## config.mk

```make
export PLATFORM = sky130hd
export DESIGN_NAME = ffs_ctrl
export DESIGN_NICKNAME = d
export VERILOG_FILES = /design/src/rtl/ffs_pkg.sv /design/src/rtl/ffs_ctrl.sv
export SDC_FILE = /design/constraint.sdc
export NUM_CORES = 1
export LEC_CHECK = 0
export BUFFER_PORTS_ARGS = -buffer_cell sky130_fd_sc_hd__clkbuf_2
export CORE_MARGIN = 5
export CORE_UTILIZATION = 40
export DETAILED_ROUTE_END_ITERATION = 10
export GPL_TIMING_DRIVEN = 0
export SYNTH_ARGS = -nofsm -noshare
export SYNTH_HDL_FRONTEND = slang
export SYNTH_SLANG_ARGS = --single-unit
```

## constraint.sdc

```tcl
create_clock -name clk -period 3 [get_ports clk]
set_input_delay 0.15 -clock clk [delete_from_list [all_inputs] [get_ports clk]]
set_output_delay 0.15 -clock clk [all_outputs]
set_load 0.02 [all_outputs]
```

## src/rtl/ffs_pkg.sv

```systemverilog
`default_nettype none
package ffs_pkg;
  // Register offsets (byte addresses)
  localparam logic [7:0] OFF_CTRL   = 8'h00;
  localparam logic [7:0] OFF_CMD    = 8'h04;
  localparam logic [7:0] OFF_STATUS = 8'h08;
  localparam logic [7:0] OFF_PARAM  = 8'h0C;
  localparam logic [7:0] OFF_VER    = 8'h10;
  localparam logic [7:0] OFF_FUSE_H = 8'h14;
  localparam logic [7:0] OFF_FUSE_L = 8'h18;

  // flash_command fields
  localparam int CMD_LSB  = 0;
  localparam int CMD_W    = 6;
  localparam int PAGE_LSB = 8;
  localparam int PAGE_W   = 16;
  localparam int KEY_LSB  = 24;
  localparam logic [7:0] CMD_KEY = 8'hA5;

  // Command codes
  localparam logic [5:0] C_NOP   = 6'h00;
  localparam logic [5:0] C_WP    = 6'h01;
  localparam logic [5:0] C_EP    = 6'h02;
  localparam logic [5:0] C_CPB   = 6'h03;
  localparam logic [5:0] C_LP    = 6'h04;
  localparam logic [5:0] C_UP    = 6'h05;
  localparam logic [5:0] C_EA    = 6'h06;
  localparam logic [5:0] WRITE_FUSE_BIT_CMD    = 6'h07;
  localparam logic [5:0] ERASE_FUSE_BIT_CMD    = 6'h08;
  localparam logic [5:0] SET_SECURITY_CMD      = 6'h09;
  localparam logic [5:0] PROGRAM_FUSE_BYTE_CMD = 6'h0A;
  localparam logic [5:0] ERASE_ALL_FUSES_CMD   = 6'h0B;
  localparam logic [5:0] C_QPR   = 6'h0C;

  // flash_control bits
  localparam int CB_IE_RDY  = 0;
  localparam int CB_IE_LOCK = 2;
  localparam int CB_IE_PROG = 3;
  localparam int CB_WS      = 6;
  localparam int CB_SEQ     = 16;
  localparam int CB_BR      = 17;

  // flash_status bits
  localparam int SB_RDY  = 0;
  localparam int SB_LOCK = 2;
  localparam int SB_PROG = 3;
  localparam int SB_SEC  = 4;
  localparam int SB_QPR  = 5;
  localparam int SB_REG  = 16;

  // Special fuse positions
  localparam int F_EXT_PRIV_FETCH_LOCK = 16;
  localparam int F_BP_LSB = 17;
  localparam int F_BP_MSB = 19;
  localparam logic [2:0] BP_NONE = 3'h7;

  // Timing
  localparam int CLK_PERIOD_PS = 5000;
  localparam int EXEC_TIME_NS  = 100;
  localparam int EXEC_CYC = (EXEC_TIME_NS * 1000) / CLK_PERIOD_PS;

  typedef struct packed {
    logic [5:0]  code;
    logic [15:0] page;
  } ffs_op_t;

  typedef struct packed {
    logic br_en;
    logic seq_en;
    logic ws;
    logic ie_prog;
    logic ie_lock;
    logic ie_rdy;
  } ffs_ctrl_t;
endpackage
`default_nettype wire

```

## src/rtl/ffs_ctrl.sv

```systemverilog
`timescale 1ns/1ps
`default_nettype none
module ffs_ctrl #(
  parameter int          PAGE_BITS = 9,
  parameter int          EXEC      = ffs_pkg::EXEC_CYC,
  parameter logic [31:0] FUSE_INIT = 32'hFFFFFFFF,
  parameter logic [31:0] PARAM_VAL = 32'h00000307,
  parameter logic [31:0] VERSION   = 32'h00000100  // Arbitrary value
) (
  input  wire logic             clk,            // System clock
  input  wire logic             rst,            // Sync reset, high
  input  wire logic             reg_wr,         // Register write strobe
  input  wire logic             reg_rd,         // Register read strobe
  input  wire logic [7:0]       reg_addr,       // Byte address
  input  wire logic [31:0]      reg_wdata,      // Write data
  output logic [31:0]           reg_rdata,      // Read data, next cycle
  input  wire logic             pbuf_wr,        // Page buffer write
  input  wire logic [15:0]      pbuf_page,      // Page of that write
  input  wire logic             qpr_erased,     // Core: page is erased
  input  wire logic             chip_erase_pin, // External chip erase
  output ffs_pkg::ffs_op_t      op,             // Operation to core
  output logic                  op_valid,       // Operation pulse
  output ffs_pkg::ffs_ctrl_t    ctrl,           // Control fields
  output logic                  ext_priv_fetch_lock, // One permits fetch
  output logic [2:0]            boot_area_size, // Boot size selector
  output logic                  irq             // Interrupt request
);
  typedef enum logic { ST_IDLE, ST_BUSY } ffs_state_t;

  localparam logic [15:0] PG_MASK = 16'((32'd1 << PAGE_BITS) - 1);
  localparam logic [15:0] EXEC_M1 = 16'(EXEC - 1);

  ffs_state_t  state_reg;
  logic [15:0] cnt_reg;
  logic [31:0] fuse_reg;
  logic        sec_reg;
  logic        prog_reg;
  logic        lock_reg;
  logic        qpr_reg;
  logic [15:0] page_reg;
  logic [5:0]  code_reg;
  logic        ce_meta;
  logic        ce_sync;

  logic        cmd_wr;
  logic        st_rd;
  logic        busy;
  logic        key_ok;
  logic        code_ok;
  logic        go;
  logic        lock_err;
  logic [5:0]  code_w;
  logic [15:0] raw_w;
  logic [15:0] page_w;
  logic [4:0]  fidx;
  logic [2:0]  fbyte;
  logic [7:0]  fval;
  logic [3:0]  region;
  logic [2:0]  bp;
  logic [15:0] boot_lim;
  logic        prog_set;
  logic        lock_set;

  assign cmd_wr = reg_wr && (reg_addr == ffs_pkg::OFF_CMD);
  assign st_rd  = reg_rd && (reg_addr == ffs_pkg::OFF_STATUS);
  assign busy   = (state_reg == ST_BUSY);
  assign code_w = reg_wdata[ffs_pkg::CMD_LSB +: ffs_pkg::CMD_W];
  assign raw_w  = reg_wdata[ffs_pkg::PAGE_LSB +: ffs_pkg::PAGE_W];
  assign page_w = raw_w & PG_MASK;
  assign key_ok = reg_wdata[ffs_pkg::KEY_LSB +: 8] == ffs_pkg::CMD_KEY;
  assign code_ok = code_w <= ffs_pkg::C_QPR;
  assign go     = cmd_wr && !busy && key_ok && code_ok;
  assign fidx   = raw_w[4:0];
  assign fbyte  = raw_w[2:0];
  assign fval   = raw_w[10:3];
  assign region = page_w[PAGE_BITS-1 -: 4];
  assign bp     = fuse_reg[ffs_pkg::F_BP_MSB:ffs_pkg::F_BP_LSB];
  // Largest selector protects nothing; each step down doubles the area
  assign boot_lim = (bp == ffs_pkg::BP_NONE) ? 16'h0000 : (16'h0001 << ~bp);

  // Refusal check, evaluated against the incoming command word
  always_comb
  begin
    lock_err = 1'b0;
    case (code_w)
      ffs_pkg::C_WP, ffs_pkg::C_EP:
        lock_err = !fuse_reg[region] || (page_w < boot_lim);
      ffs_pkg::C_EA:
        lock_err = !(&fuse_reg[15:0]) || (bp != ffs_pkg::BP_NONE);
      ffs_pkg::WRITE_FUSE_BIT_CMD, ffs_pkg::ERASE_FUSE_BIT_CMD:
        lock_err = sec_reg && (fidx >= 5'h10) && (fidx <= 5'h13);
      ffs_pkg::PROGRAM_FUSE_BYTE_CMD:
        lock_err = sec_reg && (fbyte == 3'h2);
      ffs_pkg::ERASE_ALL_FUSES_CMD:
        lock_err = sec_reg;
      default:
        lock_err = 1'b0;
    endcase
  end

  assign prog_set = cmd_wr && (busy || !key_ok || !code_ok);
  assign lock_set = go && lock_err;

  // Chip erase pin crosses in from outside
  always_ff @(posedge clk)
  begin
    if (rst)
    begin
      ce_meta <= 1'b0;
      ce_sync <= 1'b0;
    end
    else
    begin
      ce_meta <= chip_erase_pin;
      ce_sync <= ce_meta;
    end
  end

  // Command sequencer
  always_ff @(posedge clk)
  begin
    if (rst)
    begin
      state_reg <= ST_IDLE;
      cnt_reg   <= 16'h0000;
    end
    else
    begin
      case (state_reg)
        ST_IDLE:
          if (go)
          begin
            state_reg <= ST_BUSY;
            cnt_reg   <= EXEC_M1;
          end
        ST_BUSY:
          if (cnt_reg == 16'h0000)
            state_reg <= ST_IDLE;
          else
            cnt_reg <= cnt_reg - 16'h0001;
        default:
          state_reg <= ST_IDLE;
      endcase
    end
  end

  // Fuse array; the external erase overrides every internal command
  always_ff @(posedge clk)
  begin
    if (rst)
      fuse_reg <= FUSE_INIT;
    else if (ce_sync)
      fuse_reg <= 32'hFFFFFFFF;
    else if (go && !lock_err)
    begin
      case (code_w)
        ffs_pkg::C_LP:   fuse_reg[region] <= 1'b0;
        ffs_pkg::C_UP:   fuse_reg[region] <= 1'b1;
        ffs_pkg::WRITE_FUSE_BIT_CMD: fuse_reg[fidx] <= 1'b0;
        ffs_pkg::ERASE_FUSE_BIT_CMD: fuse_reg[fidx] <= 1'b1;
        ffs_pkg::PROGRAM_FUSE_BYTE_CMD:
          if (fbyte < 3'h4)
            fuse_reg[fbyte[1:0]*8 +: 8] <= fval;
        ffs_pkg::ERASE_ALL_FUSES_CMD: fuse_reg <= 32'hFFFFFFFF;
        default:         fuse_reg <= fuse_reg;
      endcase
    end
  end

  // Security bit: sticky until external erase
  always_ff @(posedge clk)
  begin
    if (rst)
      sec_reg <= 1'b0;
    else if (ce_sync)
      sec_reg <= 1'b0;
    else if (go && code_w == ffs_pkg::SET_SECURITY_CMD)
      sec_reg <= 1'b1;
  end

  // Sticky error flags; a new event in the read cycle survives the clear
  always_ff @(posedge clk)
  begin
    if (rst)
    begin
      prog_reg <= 1'b0;
      lock_reg <= 1'b0;
    end
    else
    begin
      prog_reg <= (prog_reg && !st_rd) || prog_set;
      lock_reg <= (lock_reg && !st_rd) || lock_set;
    end
  end

  // Page field, last command code and quick read result
  always_ff @(posedge clk)
  begin
    if (rst)
    begin
      page_reg <= 16'h0000;
      code_reg <= ffs_pkg::C_NOP;
      qpr_reg  <= 1'b0;
    end
    else
    begin
      if (go)
      begin
        page_reg <= page_w;
        code_reg <= code_w;
      end
      else if (pbuf_wr)
        page_reg <= pbuf_page & PG_MASK;
      if (busy && cnt_reg == 16'h0000 && code_reg == ffs_pkg::C_QPR)
        qpr_reg <= qpr_erased;
    end
  end

  // Operation handed to the array core for C_WP, C_EP, C_CPB, C_QPR and erase all
  always_ff @(posedge clk)
  begin
    if (rst)
    begin
      op_valid <= 1'b0;
      op       <= '0;
    end
    else
    begin
      op_valid <= go && !lock_err && (code_w == ffs_pkg::C_WP ||
                  code_w == ffs_pkg::C_EP || code_w == ffs_pkg::C_CPB ||
                  code_w == ffs_pkg::C_EA || code_w == ffs_pkg::C_QPR);
      if (go)
      begin
        op.code <= code_w;
        op.page <= page_w;
      end
    end
  end

  // Control register
  always_ff @(posedge clk)
  begin
    if (rst)
      ctrl <= '0;
    else if (reg_wr && reg_addr == ffs_pkg::OFF_CTRL)
    begin
      ctrl.br_en   <= reg_wdata[ffs_pkg::CB_BR];
      ctrl.seq_en  <= reg_wdata[ffs_pkg::CB_SEQ];
      ctrl.ws      <= reg_wdata[ffs_pkg::CB_WS];
      ctrl.ie_prog <= reg_wdata[ffs_pkg::CB_IE_PROG];
      ctrl.ie_lock <= reg_wdata[ffs_pkg::CB_IE_LOCK];
      ctrl.ie_rdy  <= reg_wdata[ffs_pkg::CB_IE_RDY];
    end
  end

  // Fuse-driven outputs and the interrupt line
  always_ff @(posedge clk)
  begin
    if (rst)
    begin
      ext_priv_fetch_lock <= 1'b1;
      boot_area_size      <= ffs_pkg::BP_NONE;
      irq                 <= 1'b0;
    end
    else
    begin
      ext_priv_fetch_lock <= fuse_reg[ffs_pkg::F_EXT_PRIV_FETCH_LOCK];
      boot_area_size      <= bp;
      irq <= (ctrl.ie_prog && prog_reg) || (ctrl.ie_lock && lock_reg) ||
             (ctrl.ie_rdy && !busy);
    end
  end

  // Read port
  always_ff @(posedge clk)
  begin
    if (rst)
      reg_rdata <= 32'h00000000;
    else if (reg_rd)
    begin
      reg_rdata <= 32'h00000000;
      if (reg_addr == ffs_pkg::OFF_CTRL)
      begin
        reg_rdata[ffs_pkg::CB_BR]      <= ctrl.br_en;
        reg_rdata[ffs_pkg::CB_SEQ]     <= ctrl.seq_en;
        reg_rdata[ffs_pkg::CB_WS]      <= ctrl.ws;
        reg_rdata[ffs_pkg::CB_IE_PROG] <= ctrl.ie_prog;
        reg_rdata[ffs_pkg::CB_IE_LOCK] <= ctrl.ie_lock;
        reg_rdata[ffs_pkg::CB_IE_RDY]  <= ctrl.ie_rdy;
      end
      else if (reg_addr == ffs_pkg::OFF_CMD)
      begin
        reg_rdata[ffs_pkg::PAGE_LSB +: ffs_pkg::PAGE_W] <= page_reg;
        reg_rdata[ffs_pkg::CMD_LSB +: ffs_pkg::CMD_W]   <= code_reg;
      end
      else if (reg_addr == ffs_pkg::OFF_STATUS)
      begin
        reg_rdata[ffs_pkg::SB_RDY]  <= !busy;
        reg_rdata[ffs_pkg::SB_LOCK] <= lock_reg;
        reg_rdata[ffs_pkg::SB_PROG] <= prog_reg;
        reg_rdata[ffs_pkg::SB_SEC]  <= sec_reg;
        reg_rdata[ffs_pkg::SB_QPR]  <= qpr_reg;
        reg_rdata[ffs_pkg::SB_REG +: 16] <= ~fuse_reg[15:0];
      end
      else if (reg_addr == ffs_pkg::OFF_PARAM)
        reg_rdata <= PARAM_VAL;
      else if (reg_addr == ffs_pkg::OFF_VER)
        reg_rdata <= VERSION;
      else if (reg_addr == ffs_pkg::OFF_FUSE_L)
        reg_rdata <= fuse_reg;
    end
  end

  // Checks
  // Last busy cycle excluded: the sequencer may already return to idle there
  AST_BUSY_WRITE: assert property (@(posedge clk) disable iff (rst)
    (cmd_wr && busy && cnt_reg != 16'h0000 && !st_rd && !ce_sync) |=>
    prog_reg && busy && $stable(fuse_reg))
    else $error("command accepted while busy");

  AST_BAD_KEY: assert property (@(posedge clk) disable iff (rst)
    (cmd_wr && !key_ok && !busy && !ce_sync) |=>
    !busy && $stable(fuse_reg) && !op_valid)
    else $error("command acted on with wrong key");

  AST_READY_CYCLE: assert property (@(posedge clk) disable iff (rst)
    go |=> busy ##[1:1000] !busy)
    else $error("ready did not clear and return");

  AST_SEC_STICKY: assert property (@(posedge clk) disable iff (rst)
    (sec_reg && !ce_sync) |=> sec_reg)
    else $error("security bit dropped without chip erase");

  AST_SEC_FUSES: assert property (@(posedge clk) disable iff (rst)
    (sec_reg && !ce_sync) |=> $stable(fuse_reg[19:16]))
    else $error("protected fuses changed under security");

  AST_FUSE_ERASE_SEC: assert property (@(posedge clk) disable iff (rst)
    (go && sec_reg && code_w == ffs_pkg::ERASE_ALL_FUSES_CMD && !ce_sync) |=>
    lock_reg && $stable(fuse_reg))
    else $error("erase all fuses not refused");

  AST_BYTE2_SEC: assert property (@(posedge clk) disable iff (rst)
    (go && sec_reg && code_w == ffs_pkg::PROGRAM_FUSE_BYTE_CMD && fbyte == 3'h2) |=> lock_reg)
    else $error("fuse byte 2 program not refused");

  AST_BOOT_PAGE: assert property (@(posedge clk) disable iff (rst)
    (go && code_w == ffs_pkg::C_WP && page_w < boot_lim) |=> !op_valid && lock_reg)
    else $error("boot page write not blocked");

  AST_STATUS_CLEAR: assert property (@(posedge clk) disable iff (rst)
    (st_rd && !prog_set) |=> !prog_reg)
    else $error("programming error not cleared by status read");

  AST_FETCH_LOCK: assert property (@(posedge clk) disable iff (rst)
    ##1 ext_priv_fetch_lock == $past(fuse_reg[ffs_pkg::F_EXT_PRIV_FETCH_LOCK]))
    else $error("fetch lock output does not follow fuse");

  AST_BAD_CODE: assert property (@(posedge clk) disable iff (rst)
    (cmd_wr && key_ok && !code_ok) ##1 ctrl.ie_prog |-> ##1 irq)
    else $error("invalid code raised no interrupt");
endmodule
`default_nettype wire

```

After elaboration in Yosys (flattened, before gate mapping)
Index checks and enable logic that the tools add are counted.
{ "classes": {"n_addsub": 2, "magnitude_cmp": 9, "eq_ne": 25, "shift": 3, "mux": 39, "n_bitwise": 9, "reduce_logical": 52} }
{ "op_table": {"columns": ["op", "n"], "rows": [
  ["$pmux 32 s6", 1],
  ["$mux 32", 4],
  ["$mux 16", 5],
  ["$and 32x32->32", 2],
  ["$eq 6x4->1 const B", 6],
  ["$neg 5->34", 1],
  ["$shift 8x34->32 const A", 1],
  ["$shiftx 8x34->32", 1],
  ["$bwmux 32", 1],
  ["$not 16->32", 1],
  ["$not 32->32", 1],
  ["$or 32x16->32", 1],
  ["$or 32x32->32", 1],
  ["$pmux 16 s2", 1],
  ["$mux 9", 3],
  ["$eq 6x3->1 const B", 4],
  ["$logic_and 1x1->1", 23],
  ["$eq 8x4->1 const B", 2],
  ["$eq 8x5->1 const B", 2],
  ["$logic_not 16->1", 1],
  ["$lt 9x16->1", 1],
  ["$not 16->16", 1],
  ["$reduce_and 16->1", 1],
  ["$shl 1x3->16 const A", 1],
  ["39 further kinds", 73]
]} }
{ "totals": {"regBits": 123, "inputBits": 63, "out_inout_bits": 66, "wordCells": 162} }

Longest topological paths before layout
Gate-level depths: netlist of run 1.
{ "depth": {"word_depth": 9, "depth_mapped": 10, "depth_no_buf": 9} }

Least setup slack after synthesis of run 1
No wires, ideal clock.
{ "synth_path": {"kind": "reg2reg", "start": "register fuse_reg[17]", "end": "register lock_reg", "setup_ps": 70, "arrival_time_ps": 2297, "t_required_ps": 2930, "path_slack_ps": 633, "stages_incl_launch_ff": 10, "n_path_buf": 1, "synth_period_minus_slack_ps": 2367, "cell_sequence": "dfxtp_1 clkbuf_1 or3b_2 ha_1 a21o_1 a211oi_1 nand3_1 o32a_1 a31o_2 a21oi_1"} }
{ "synth_via": {"elab_chain_len": 8, "word_cells_on_any_way": 11, "classes_between": "1 x order compare; 2 x eq/ne; 1 x shift; 2 x mux; 1 x bitwise; 4 x reduce/logical"} }
{ "synth_rtl": {"columns": ["element", "line", "text"], "rows": [
  ["from (decl)", "ffs_ctrl.sv:35", "logic [31:0] fuse_reg;"],
  ["from (signal, indexed assignment)", "ffs_ctrl.sv:163", "fuse_reg[fbyte[1:0]*8 +: 8] <= fval;"],
  ["from (signal assigned)", "ffs_ctrl.sv:165", "default: fuse_reg <= fuse_reg;"],
  ["$not 3->3", "ffs_ctrl.sv:79", "assign boot_lim = (bp == ffs_pkg::BP_NONE) ? 16'h0000 : (16'h0001 << ~bp);"],
  ["$shl 1x3->16", "ffs_ctrl.sv:79", null],
  ["$mux 16", "ffs_ctrl.sv:79", null],
  ["$lt 9x16->1", "ffs_ctrl.sv:87", "lock_err = !fuse_reg[region] || (page_w < boot_lim);"],
  ["$logic_or 1x1->1", "ffs_ctrl.sv:87", null],
  ["$pmux 1 s5 *", "ffs_ctrl.sv:85", "case (code_w)"],
  ["$logic_and 1x1->1 *", "ffs_ctrl.sv:102", "assign lock_set = go && lock_err;"],
  ["$logic_or 1x1->1 *", "ffs_ctrl.sv:192", "lock_reg <= (lock_reg && !st_rd) || lock_set;"],
  ["to (signal assigned)", "ffs_ctrl.sv:192", null],
  ["to (decl)", "ffs_ctrl.sv:38", "logic lock_reg;"]
]} }
Mark *: on every way between the ends. The rest lies on a longest branch, timed or not.
A chain may end at the register's enable or synchronous reset.

Final worst setup path of run 1
{ "layout_path": {"start": "register fuse_reg[15]", "end": "register fuse_reg[15]"} }
{ "layout_via": {"elab_chain_len": 8, "word_cells_on_any_way": 18, "classes_between": "6 x mux; 4 x bitwise; 8 x reduce/logical"} }
{ "layout_rtl": {"columns": ["element", "line", "text"], "rows": [
  ["$bmux 1 s4", "ffs_ctrl.sv:87", null],
  ["$mux 1 (not written as such)", "ffs_ctrl.sv:87", null],
  ["$logic_not 1->1", "ffs_ctrl.sv:87", null],
  ["$logic_or 1x1->1", "ffs_ctrl.sv:87", null],
  ["$pmux 1 s5", "ffs_ctrl.sv:85", null],
  ["$logic_not 1->1", "ffs_ctrl.sv:154", "else if (go && !lock_err)"],
  ["$logic_and 1x1->1", "ffs_ctrl.sv:154", null],
  ["$reduce_and 3->1 (no line)", null, null]
]} }
Parallel ways exist; a longest one is shown, timed or not. The select of a mux whose other input is x is not followed.

==> run summary, run 1 <==
run status -> finished, final reports clean
end point of the critical path -> fuse_reg[15]
sum of net half-perimeters after detailed placement -> 21400 um
Slowest cell on crit path -> sky130_fd_sc_hd__a2111oi_4
data required time at the worst endpoint -> 3.29 ns
category of the most critical setup path -> reg2reg
most common cell after layout, fill and taps aside -> sky130_fd_sc_hd__dfxtp_1
critical path data arrival time -> 3.13 ns
leakage power -> 3.71 nW
kind of capture point of the worst setup path -> register
buffers inserted during post-CTS setup optimization -> 0
final setup violating endpoints -> 0
number of synthesized flops with an enable pin -> 0
number of vias per cell after detailed routing -> 6.13
Pre-antenna DRT Iters -> 6
FF-to-FF path depth -> 8
Root Buffer Master -> sky130_fd_sc_hd__clkbuf_16
total grt overflow -> 0
horizontal die dimension -> 148 um
count of input and output buffers -> 106
library cell occupying the most area in the post-synthesis netlist -> sky130_fd_sc_hd__dfxtp_1
highest-count cells in the layout ignoring fill and taps -> 123 x sky130_fd_sc_hd__dfxtp_1, 114 x sky130_fd_sc_hd__nor2_1, 107 x sky130_fd_sc_hd__clkbuf_2
# rows -> 50
vias in the first global route -> 7648
post-synthesis sequential area ratio -> 32.4%
antenna violations before repair -> 1
delay-heaviest family, CP -> compound AO/OA/AOI/OAI gates
global-route total usage across every layer -> 26.2%
multiplexer share of the synthesized area -> 5.35%
setup repair after global routing missed its margin -> no
CTS tree -> done
crit path launch -> fuse_reg[15]
Hold Crit Class -> in2reg
total via count in the routed design -> 8268
clock transition at the registers of the reported paths -> 0.06 ns
Main synth FF type -> sky130_fd_sc_hd__dfxtp_1
highest attainable clock frequency -> 352 MHz
reg2reg setup slack -> 0.16 ns
startpoint kind of the worst setup timing path -> register
FFs w/ async S/R, synth -> 0%
critical path fanouts, max -> 10
CTS H-tree depth -> 4
die height -> 148 um
fraction of layout instances using a drive strength above 1 -> 18.9%
starting utilization of the core area -> 40.6%
critical path depth in cells -> 8
peak supply drop -> 367 uV
largest net degree at the start of global routing -> 17
Placed Area -> 8450 um^2
startpoint of the most critical register-to-register path -> fuse_reg[15]
area taken by flip-flops and latches -> 2460 um^2
share of the synthesized area in the top cell type -> 32.4%
ANT nets after route -> 0
number of hold-slack violations in the final timing report -> 0
synth warn -> 0
final RePlAce weighted congestion -> 0.966
global-route wire length before repair -> 44800 um
biggest cell delay along the critical path -> 0.51 ns
synthesized flop and latch total -> 123
shortest period the worst path allows -> 2.84 ns
clock tree buffer depth -> 2
Max-Cap Viols -> 0
post-route standard cell area excluding fillers -> 9070 um^2
clock skew after layout -> 0.00971 ns
insertion delay of the later-clocked pin in the worst-skew pair -> 0.43 ns
clock buffers created by TritonCTS -> 17
power per cell area -> 460 nW/um^2
final cell count without fillers -> 1349
dominant cells by area after synthesis -> sky130_fd_sc_hd__dfxtp_1 32%, sky130_fd_sc_hd__a21oi_1 5.7%, sky130_fd_sc_hd__nor2_1 5.6%
# DRC -> 0
number of DRC markers after the initial detailed-route iteration -> 978
largest family of logic cells by synthesized area -> compound AO/OA/AOI/OAI gates
xor and xnor area share after synthesis -> 1.61%
combined area of all synthesized cells -> 7600 um^2
Netlist cell types -> 72
Top Ports -> 129
core box area -> 18700 um^2
Layout Utilization -> 48.5%
reg2reg end -> fuse_reg[15]
post-route total power -> 4.17 mW
area grow syn2layout -> 19.3%
area fraction in compound gates after synthesis -> 27.4%
die area -> 21900 um^2
Cell Chain, Critical Path -> clkbuf_1, mux4_2, mux2i_1, and3_1, a2111oi_4, buf_2, o21ai_1, a221o_1
placed cell count -> 1314
slew of the pin with the lowest slew margin -> 1.14 ns
synthesized-area fraction occupied by and/or/nand/nor cells -> 24.4%
Routed Wire Length -> 29100 um
post-synthesis share of cell area spent on full adders, half adders and majority gates -> 2.30%
area of the multi-input gates -> 4670 um^2
buffers plus inverters on the worst setup path -> 2
Net count, final -> 1179
worst slew margin relative to its limit -> 23.4%
post-route clock period utilization -> 94.7%
# clock sinks -> 123
post-detailed-route wirelength per cell -> 21.6 um
Fill cells -> 1856
synthesized netlist cell count -> 968
Slew Limit Fails -> 0
Mapped Avg Cell Area -> 7.85 um^2
## cells in the mapped netlist (6+ instances only)
| cell type | n |
|---|---|
| sky130_fd_sc_hd__a222oi_1 | 6 |
| sky130_fd_sc_hd__nor2_1 | 114 |
| sky130_fd_sc_hd__o211ai_1 | 6 |
| sky130_fd_sc_hd__nor4_1 | 10 |
| sky130_fd_sc_hd__inv_1 | 24 |
| sky130_fd_sc_hd__nor2b_1 | 27 |
| sky130_fd_sc_hd__dfxtp_1 | 123 |
| sky130_fd_sc_hd__nand2b_1 | 9 |
| sky130_fd_sc_hd__a221oi_1 | 7 |
| sky130_fd_sc_hd__nand2_1 | 80 |
| sky130_fd_sc_hd__mux2i_1 | 26 |
| sky130_fd_sc_hd__a31oi_1 | 20 |
| sky130_fd_sc_hd__a211oi_1 | 9 |
| sky130_fd_sc_hd__xor2_1 | 8 |
| sky130_fd_sc_hd__a22oi_1 | 15 |
| sky130_fd_sc_hd__nand3_1 | 35 |
| sky130_fd_sc_hd__ha_1 | 14 |
| sky130_fd_sc_hd__o21ai_1 | 15 |
| sky130_fd_sc_hd__nor3_1 | 17 |
| sky130_fd_sc_hd__and2_1 | 7 |
| sky130_fd_sc_hd__a22o_1 | 9 |
| sky130_fd_sc_hd__o22ai_1 | 12 |
| sky130_fd_sc_hd__buf_1 | 8 |
| sky130_fd_sc_hd__buf_4 | 8 |
| sky130_fd_sc_hd__mux2_2 | 9 |
| sky130_fd_sc_hd__a21oi_1 | 86 |
| sky130_fd_sc_hd__buf_2 | 14 |
| sky130_fd_sc_hd__o21ai_0 | 31 |
| sky130_fd_sc_hd__clkbuf_1 | 64 |
| sky130_fd_sc_hd__and3b_1 | 10 |
| sky130_fd_sc_hd__a221o_1 | 16 |
| sky130_fd_sc_hd__o2111ai_1 | 14 |
| sky130_fd_sc_hd__or2_2 | 6 |
| sky130_fd_sc_hd__nand4_1 | 9 |
| sky130_fd_sc_hd__xnor2_1 | 6 |
| sky130_fd_sc_hd__o221a_2 | 20 |
## cell families (layout without fill, tap and decap cells)
kind of cell               after synthesis  after routing
and+or+nand+nor                        364            364
AOI/OAI and AO/OA                      296            296
DFF                                    123            123
buffers and inverters                  119            259
muxes                                   37             37
adders and majority gates               14             14
xor gates and xnor gates                14             14
other                                    1              8
## tightest hold or removal path, stage by stage
cell                       delay (ns)
sky130_fd_sc_hd__clkbuf_2        0.16
sky130_fd_sc_hd__nand3_1         0.11
sky130_fd_sc_hd__a21oi_1         0.06
## metal layers
| layer | track usage (%) | vias up | part of all wire [%] |
|---|---|---|---|
| met4 | 11.2 | 0 | 3.8 |
| met3 | 7.76 | 79 | 11 |
| met5 | 0 | - | 0 |
| met1 | 37.0 | 3848 | 44 |
| li1 | - | 3846 | - |
| met2 | 36.9 | 495 | 42 |
## cell type report
class                           count  share of cell area, %
Timing Repair Buffer              109                   6.18
Sequential cell                   123                   27.2
Buffer                             94                   4.43
Clock inverter                     13                   1.56
Tap cell                          234                   3.23
Clock buffer                       18                   4.84
Antenna cell                        1                 0.0276
Multi-Input combinational cell    732                   51.5
Inverter                           25                   1.03
## what timing repair did
action                                  4_1_cts  5_1_grt
endpoints found under the setup margin        0        1
hold endpoints to repair                      3        0
resized for setup                             0        2
hold buffers                                  3        0
## worst min-delay path by stage
stage	slack [ns]	endpoint	cells past startpoint	start
finish	0.11	ctrl[3]	3	reg_wr
global route	0.08	ctrl[3]	3	reg_wr
CTS	0.06	ctrl[3]	3	reg_wr
detailed placement	0.36	ce_meta	2	chip_erase_pin
global placement	0.36	ce_meta	2	chip_erase_pin
floorplan	0.28	ce_meta	1	chip_erase_pin
## report_power, final
group | leakage, nW | internal (mW) | switching, mW
combinational | 2.44 | 0.154 | 0.302
sequential | 0.996 | 1.65 | 0.0101
clock | 0.279 | 1.24 | 0.811
total | 3.71 | 3.05 | 1.12
## stage by stage
step / hold WS [ns] / worst slack, ns / TNS (ns)
after floorplan: 0.278 / 0.633 / 0
after global placement: 0.361 / 0.0413 / 0
after CTS: 0.0624 / 0.160 / 0
final: 0.105 / 0.160 / 0
after global routing: 0.0755 / 0.0521 / 0
after detailed placement: 0.365 / -0.00486 / -0.00790
Note: power is estimated with default switching activity, not from simulation.
==> inputs of run 2 (changes only) <==
ABC_AREA = 1   (was unset)
clock period = 2.4 ns   (was 3 ns; I/O delays follow)
==> run 2 against run 1 <==
Compared with the run above: final cell count up 27%; first-iteration DRC count decreased by 4.0%; die area is 5.1% higher; register-to-register slack is essentially flat; largest power group unchanged.
==> run summary, run 2 <==
run status -> finished, final reports clean
power per cell area -> 543 nW/um^2 (+18%)
post-synthesis sequential area ratio -> 30.7% (-1.7 points)
clock share of power -> 51.0% (+1.8 points)
post-route standard cell area excluding fillers -> 9690 um^2 (+6.8%)
kind of capture point of the worst setup path -> register
critical path fanouts, max -> 10 (unchanged)
Main synth FF type -> sky130_fd_sc_hd__dfxtp_1
vias in the first global route -> 8731 (+14%)
shortest period the worst path allows -> 2.25 ns (-0.591 ns)
global-route wire length before repair -> 48700 um (+8.7%)
CTS H-tree depth -> 4 (unchanged)
starting utilization of the core area -> 40.9% (+0.27 points)
category of the most critical setup path -> reg2reg
final setup violating endpoints -> 0 (unchanged)
post-detailed-route wirelength per cell -> 18.8 um (-13%)
dominant cells by area after synthesis -> sky130_fd_sc_hd__dfxtp_1 31%, sky130_fd_sc_hd__nand2_1 15%, sky130_fd_sc_hd__o21ai_0 8.5%
# DRC -> 0 (unchanged)
data required time at the worst endpoint -> 2.75 ns (-0.54 ns)
number of DRC markers after the initial detailed-route iteration -> 939 (-4.0%)
most used standard cell by instance count after synthesis -> sky130_fd_sc_hd__nand2_1
# rows -> 51 (+2.0%)
Cell Chain, Critical Path -> inv_1, nand2_1, nand2_1, nand2_1, nand2_1, nand2_1, nand2_1, nor2_1, nand2_1, a21oi_4, buf_4, nand4_1, nand3_1
highest attainable clock frequency -> 445 MHz (+26%)
fraction of layout instances using a drive strength above 1 -> 14.5% (-4.4 points)
clock skew after layout -> 0.00758 ns (-0.00213 ns)
leakage power -> 4.66 nW (+25%)
most common cell after layout, fill and taps aside -> sky130_fd_sc_hd__nand2_1
area grow syn2layout -> 20.9%
synthesized flop and latch total -> 123 (unchanged)
Slowest cell on crit path -> sky130_fd_sc_hd__dfxtp_1
clock tree buffer depth -> 2 (unchanged)
critical path data arrival time -> 2.60 ns (-0.53 ns)
worst slew margin relative to its limit -> 35.8% (+12 points)
cell types with the highest counts after synthesis -> 326 x sky130_fd_sc_hd__nand2_1, 139 x sky130_fd_sc_hd__nor2_1, 136 x sky130_fd_sc_hd__o21ai_0
global-route total usage across every layer -> 27.6% (+1.5 points)
clock transition at the registers of the reported paths -> 0.05 ns (about the same)
Mapped Avg Cell Area -> 6.26 um^2 (-20%)
horizontal die dimension -> 152 um (+2.5%)
Root Buffer Master -> sky130_fd_sc_hd__clkbuf_16
Placed Area -> 8900 um^2 (+5.3%)
synthesized netlist cell count -> 1281 (+32%)
Slew Limit Fails -> 0 (unchanged)
setup repair after global routing missed its margin -> no
die height -> 152 um (+2.5%)
Layout Utilization -> 49.5% (+0.98 points)
Max-Cap Viols -> 0 (unchanged)
FFs w/ async S/R, synth -> 0% (unchanged)
insertion delay of the later-clocked pin in the worst-skew pair -> 0.43 ns (about the same)
clock buffers created by TritonCTS -> 17 (unchanged)
switching part of the total power -> 25.6% (-1.3 points)
antenna violations before repair -> 0 (-1)
CTS tree -> done
count of input and output buffers -> 106 (unchanged)
Routed Wire Length -> 32200 um (+10%)
number of synthesized flops with an enable pin -> 0 (unchanged)
Pre-antenna DRT Iters -> 8 (+2)
# clock sinks -> 123 (unchanged)
Netlist cell types -> 46 (-36%)
Net count, final -> 1506 (+28%)
total via count in the routed design -> 9462 (+14%)
synth warn -> 0 (unchanged)
peak supply drop -> 424 uV (+16%)
biggest cell delay along the critical path -> 0.42 ns (-0.09 ns)
power share of the combinational group -> 9.8% (-1.1 points)
cell repeated most along the worst path -> sky130_fd_sc_hd__nand2_1
final RePlAce weighted congestion -> 0.984 (+1.8%)
Internal Pwr Total -> 3.91 mW (+28%)
ANT nets after route -> 0 (unchanged)
highest-count cells in the layout ignoring fill and taps -> 326 x sky130_fd_sc_hd__nand2_1, 139 x sky130_fd_sc_hd__nor2_1, 136 x sky130_fd_sc_hd__o21ai_0
number of vias per cell after detailed routing -> 5.54 (-9.6%)
Reg power frac -> 39.2% (-0.6 points)
post-route total power -> 5.26 mW (+26%)
sum of net half-perimeters after detailed placement -> 24100 um (+13%)
startpoint kind of the worst setup timing path -> register
core box area -> 19600 um^2 (+4.7%)
largest net degree at the start of global routing -> 18 (+1)
reported net switching power -> 1.35 mW (+20%)
post-route clock period utilization -> 93.7% (-0.96 points)
library cell occupying the most area in the post-synthesis netlist -> sky130_fd_sc_hd__dfxtp_1
slew of the pin with the lowest slew margin -> 0.960 ns (-0.181 ns)
number of hold-slack violations in the final timing report -> 0 (unchanged)
Hold Crit Class -> in2reg
Top Ports -> 129 (unchanged)
die area -> 23000 um^2 (+5.1%)
share of the synthesized area in the top cell type -> 30.7% (-1.7 points)
antenna cells -> 0 (-1)
total grt overflow -> 0 (unchanged)
combined area of all synthesized cells -> 8020 um^2 (+5.4%)
## run 2: timing repair
item,in CTS,in global routing
hold buffers,12,0
gates cloned,0,1
hold endpoints to repair,12,0
setup buffers,0,7
resized for setup,1,7
pin swaps,0,1
endpoints found under the setup margin,29,31
## run 2: power by group through the flow
stage	Clock [mW]	Sequential (mW)	Combinational, mW
4_1_cts	2.72	2.06	0.502
3_3_place_gp	0	2.11	0.483
3_5_place_dp	0	2.11	0.484
2_1_floorplan	0	2.11	0.290
5_1_grt	2.83	2.06	0.558
6_report	2.68	2.06	0.517
## run 2: metrics by stage
stage          std cells  setup WS, ns  hold slack (ns)  setup TNS [ns]
2_1_floorplan       1287         0.435            0.227               0
4_1_cts             1700       0.00961           0.0160               0
3_3_place_gp        1658        -0.650            0.350          -15.31
6_report            1707         0.151           0.0298               0
5_1_grt             1707       0.00454           0.0522               0
3_5_place_dp        1658        -0.616            0.356          -15.53
## run 2: per-layer routing
layer	part of all wire (%)	up-vias	track usage [%]	wire length, um
met5	0	-	0	0
met4	3.2	0	9.30	1020
met3	8.4	75	5.44	2690
met2	46	436	45.7	14700
met1	43	4354	36.0	13800
li1	-	4597	-	-
## run 2: final timing paths
path                            slack [ns]          from  cells past startpoint           to
worst max-delay path                  0.15  fuse_reg[15]                     13  fuse_reg[2]
worst min-delay path                  0.03  reg_wdata[1]                      3       op[17]
worst max register to register        0.15  fuse_reg[15]                     13  fuse_reg[2]
worst min register to register        0.40       ce_meta                      2      ce_sync
## run 2: cell type report
cell class                      count  area (um^2)
Timing Repair Buffer              126          708
Clock inverter                     11          140
Multi-Input combinational cell    983         4800
Buffer                             77          380
Fill cell                        2151         9900
Sequential cell                   123         2460
Inverter                          101          392
Tap cell                          265          332
Clock buffer                       21          470
## run 2: logic make-up (layout without fill, tap and decap cells)
kind of cell	count (synthesis)	after routing	synth area share (%)
buffers and inverters	181	336	9.62
DFF	123	123	30.7
and+or+nand+nor	671	671	37.0
AOI/OAI and AO/OA	281	281	19.3
other	1	7	0.0468
xor gates and xnor gates	10	10	1.09
adders and majority gates	14	14	2.19
## run 2: critical path: cells and delay by family (launching register included)
family          cells  cell delay, ns
simple gates       10            1.00
buf+inv             2            0.46
flops               1            0.42
compound gates      1            0.31
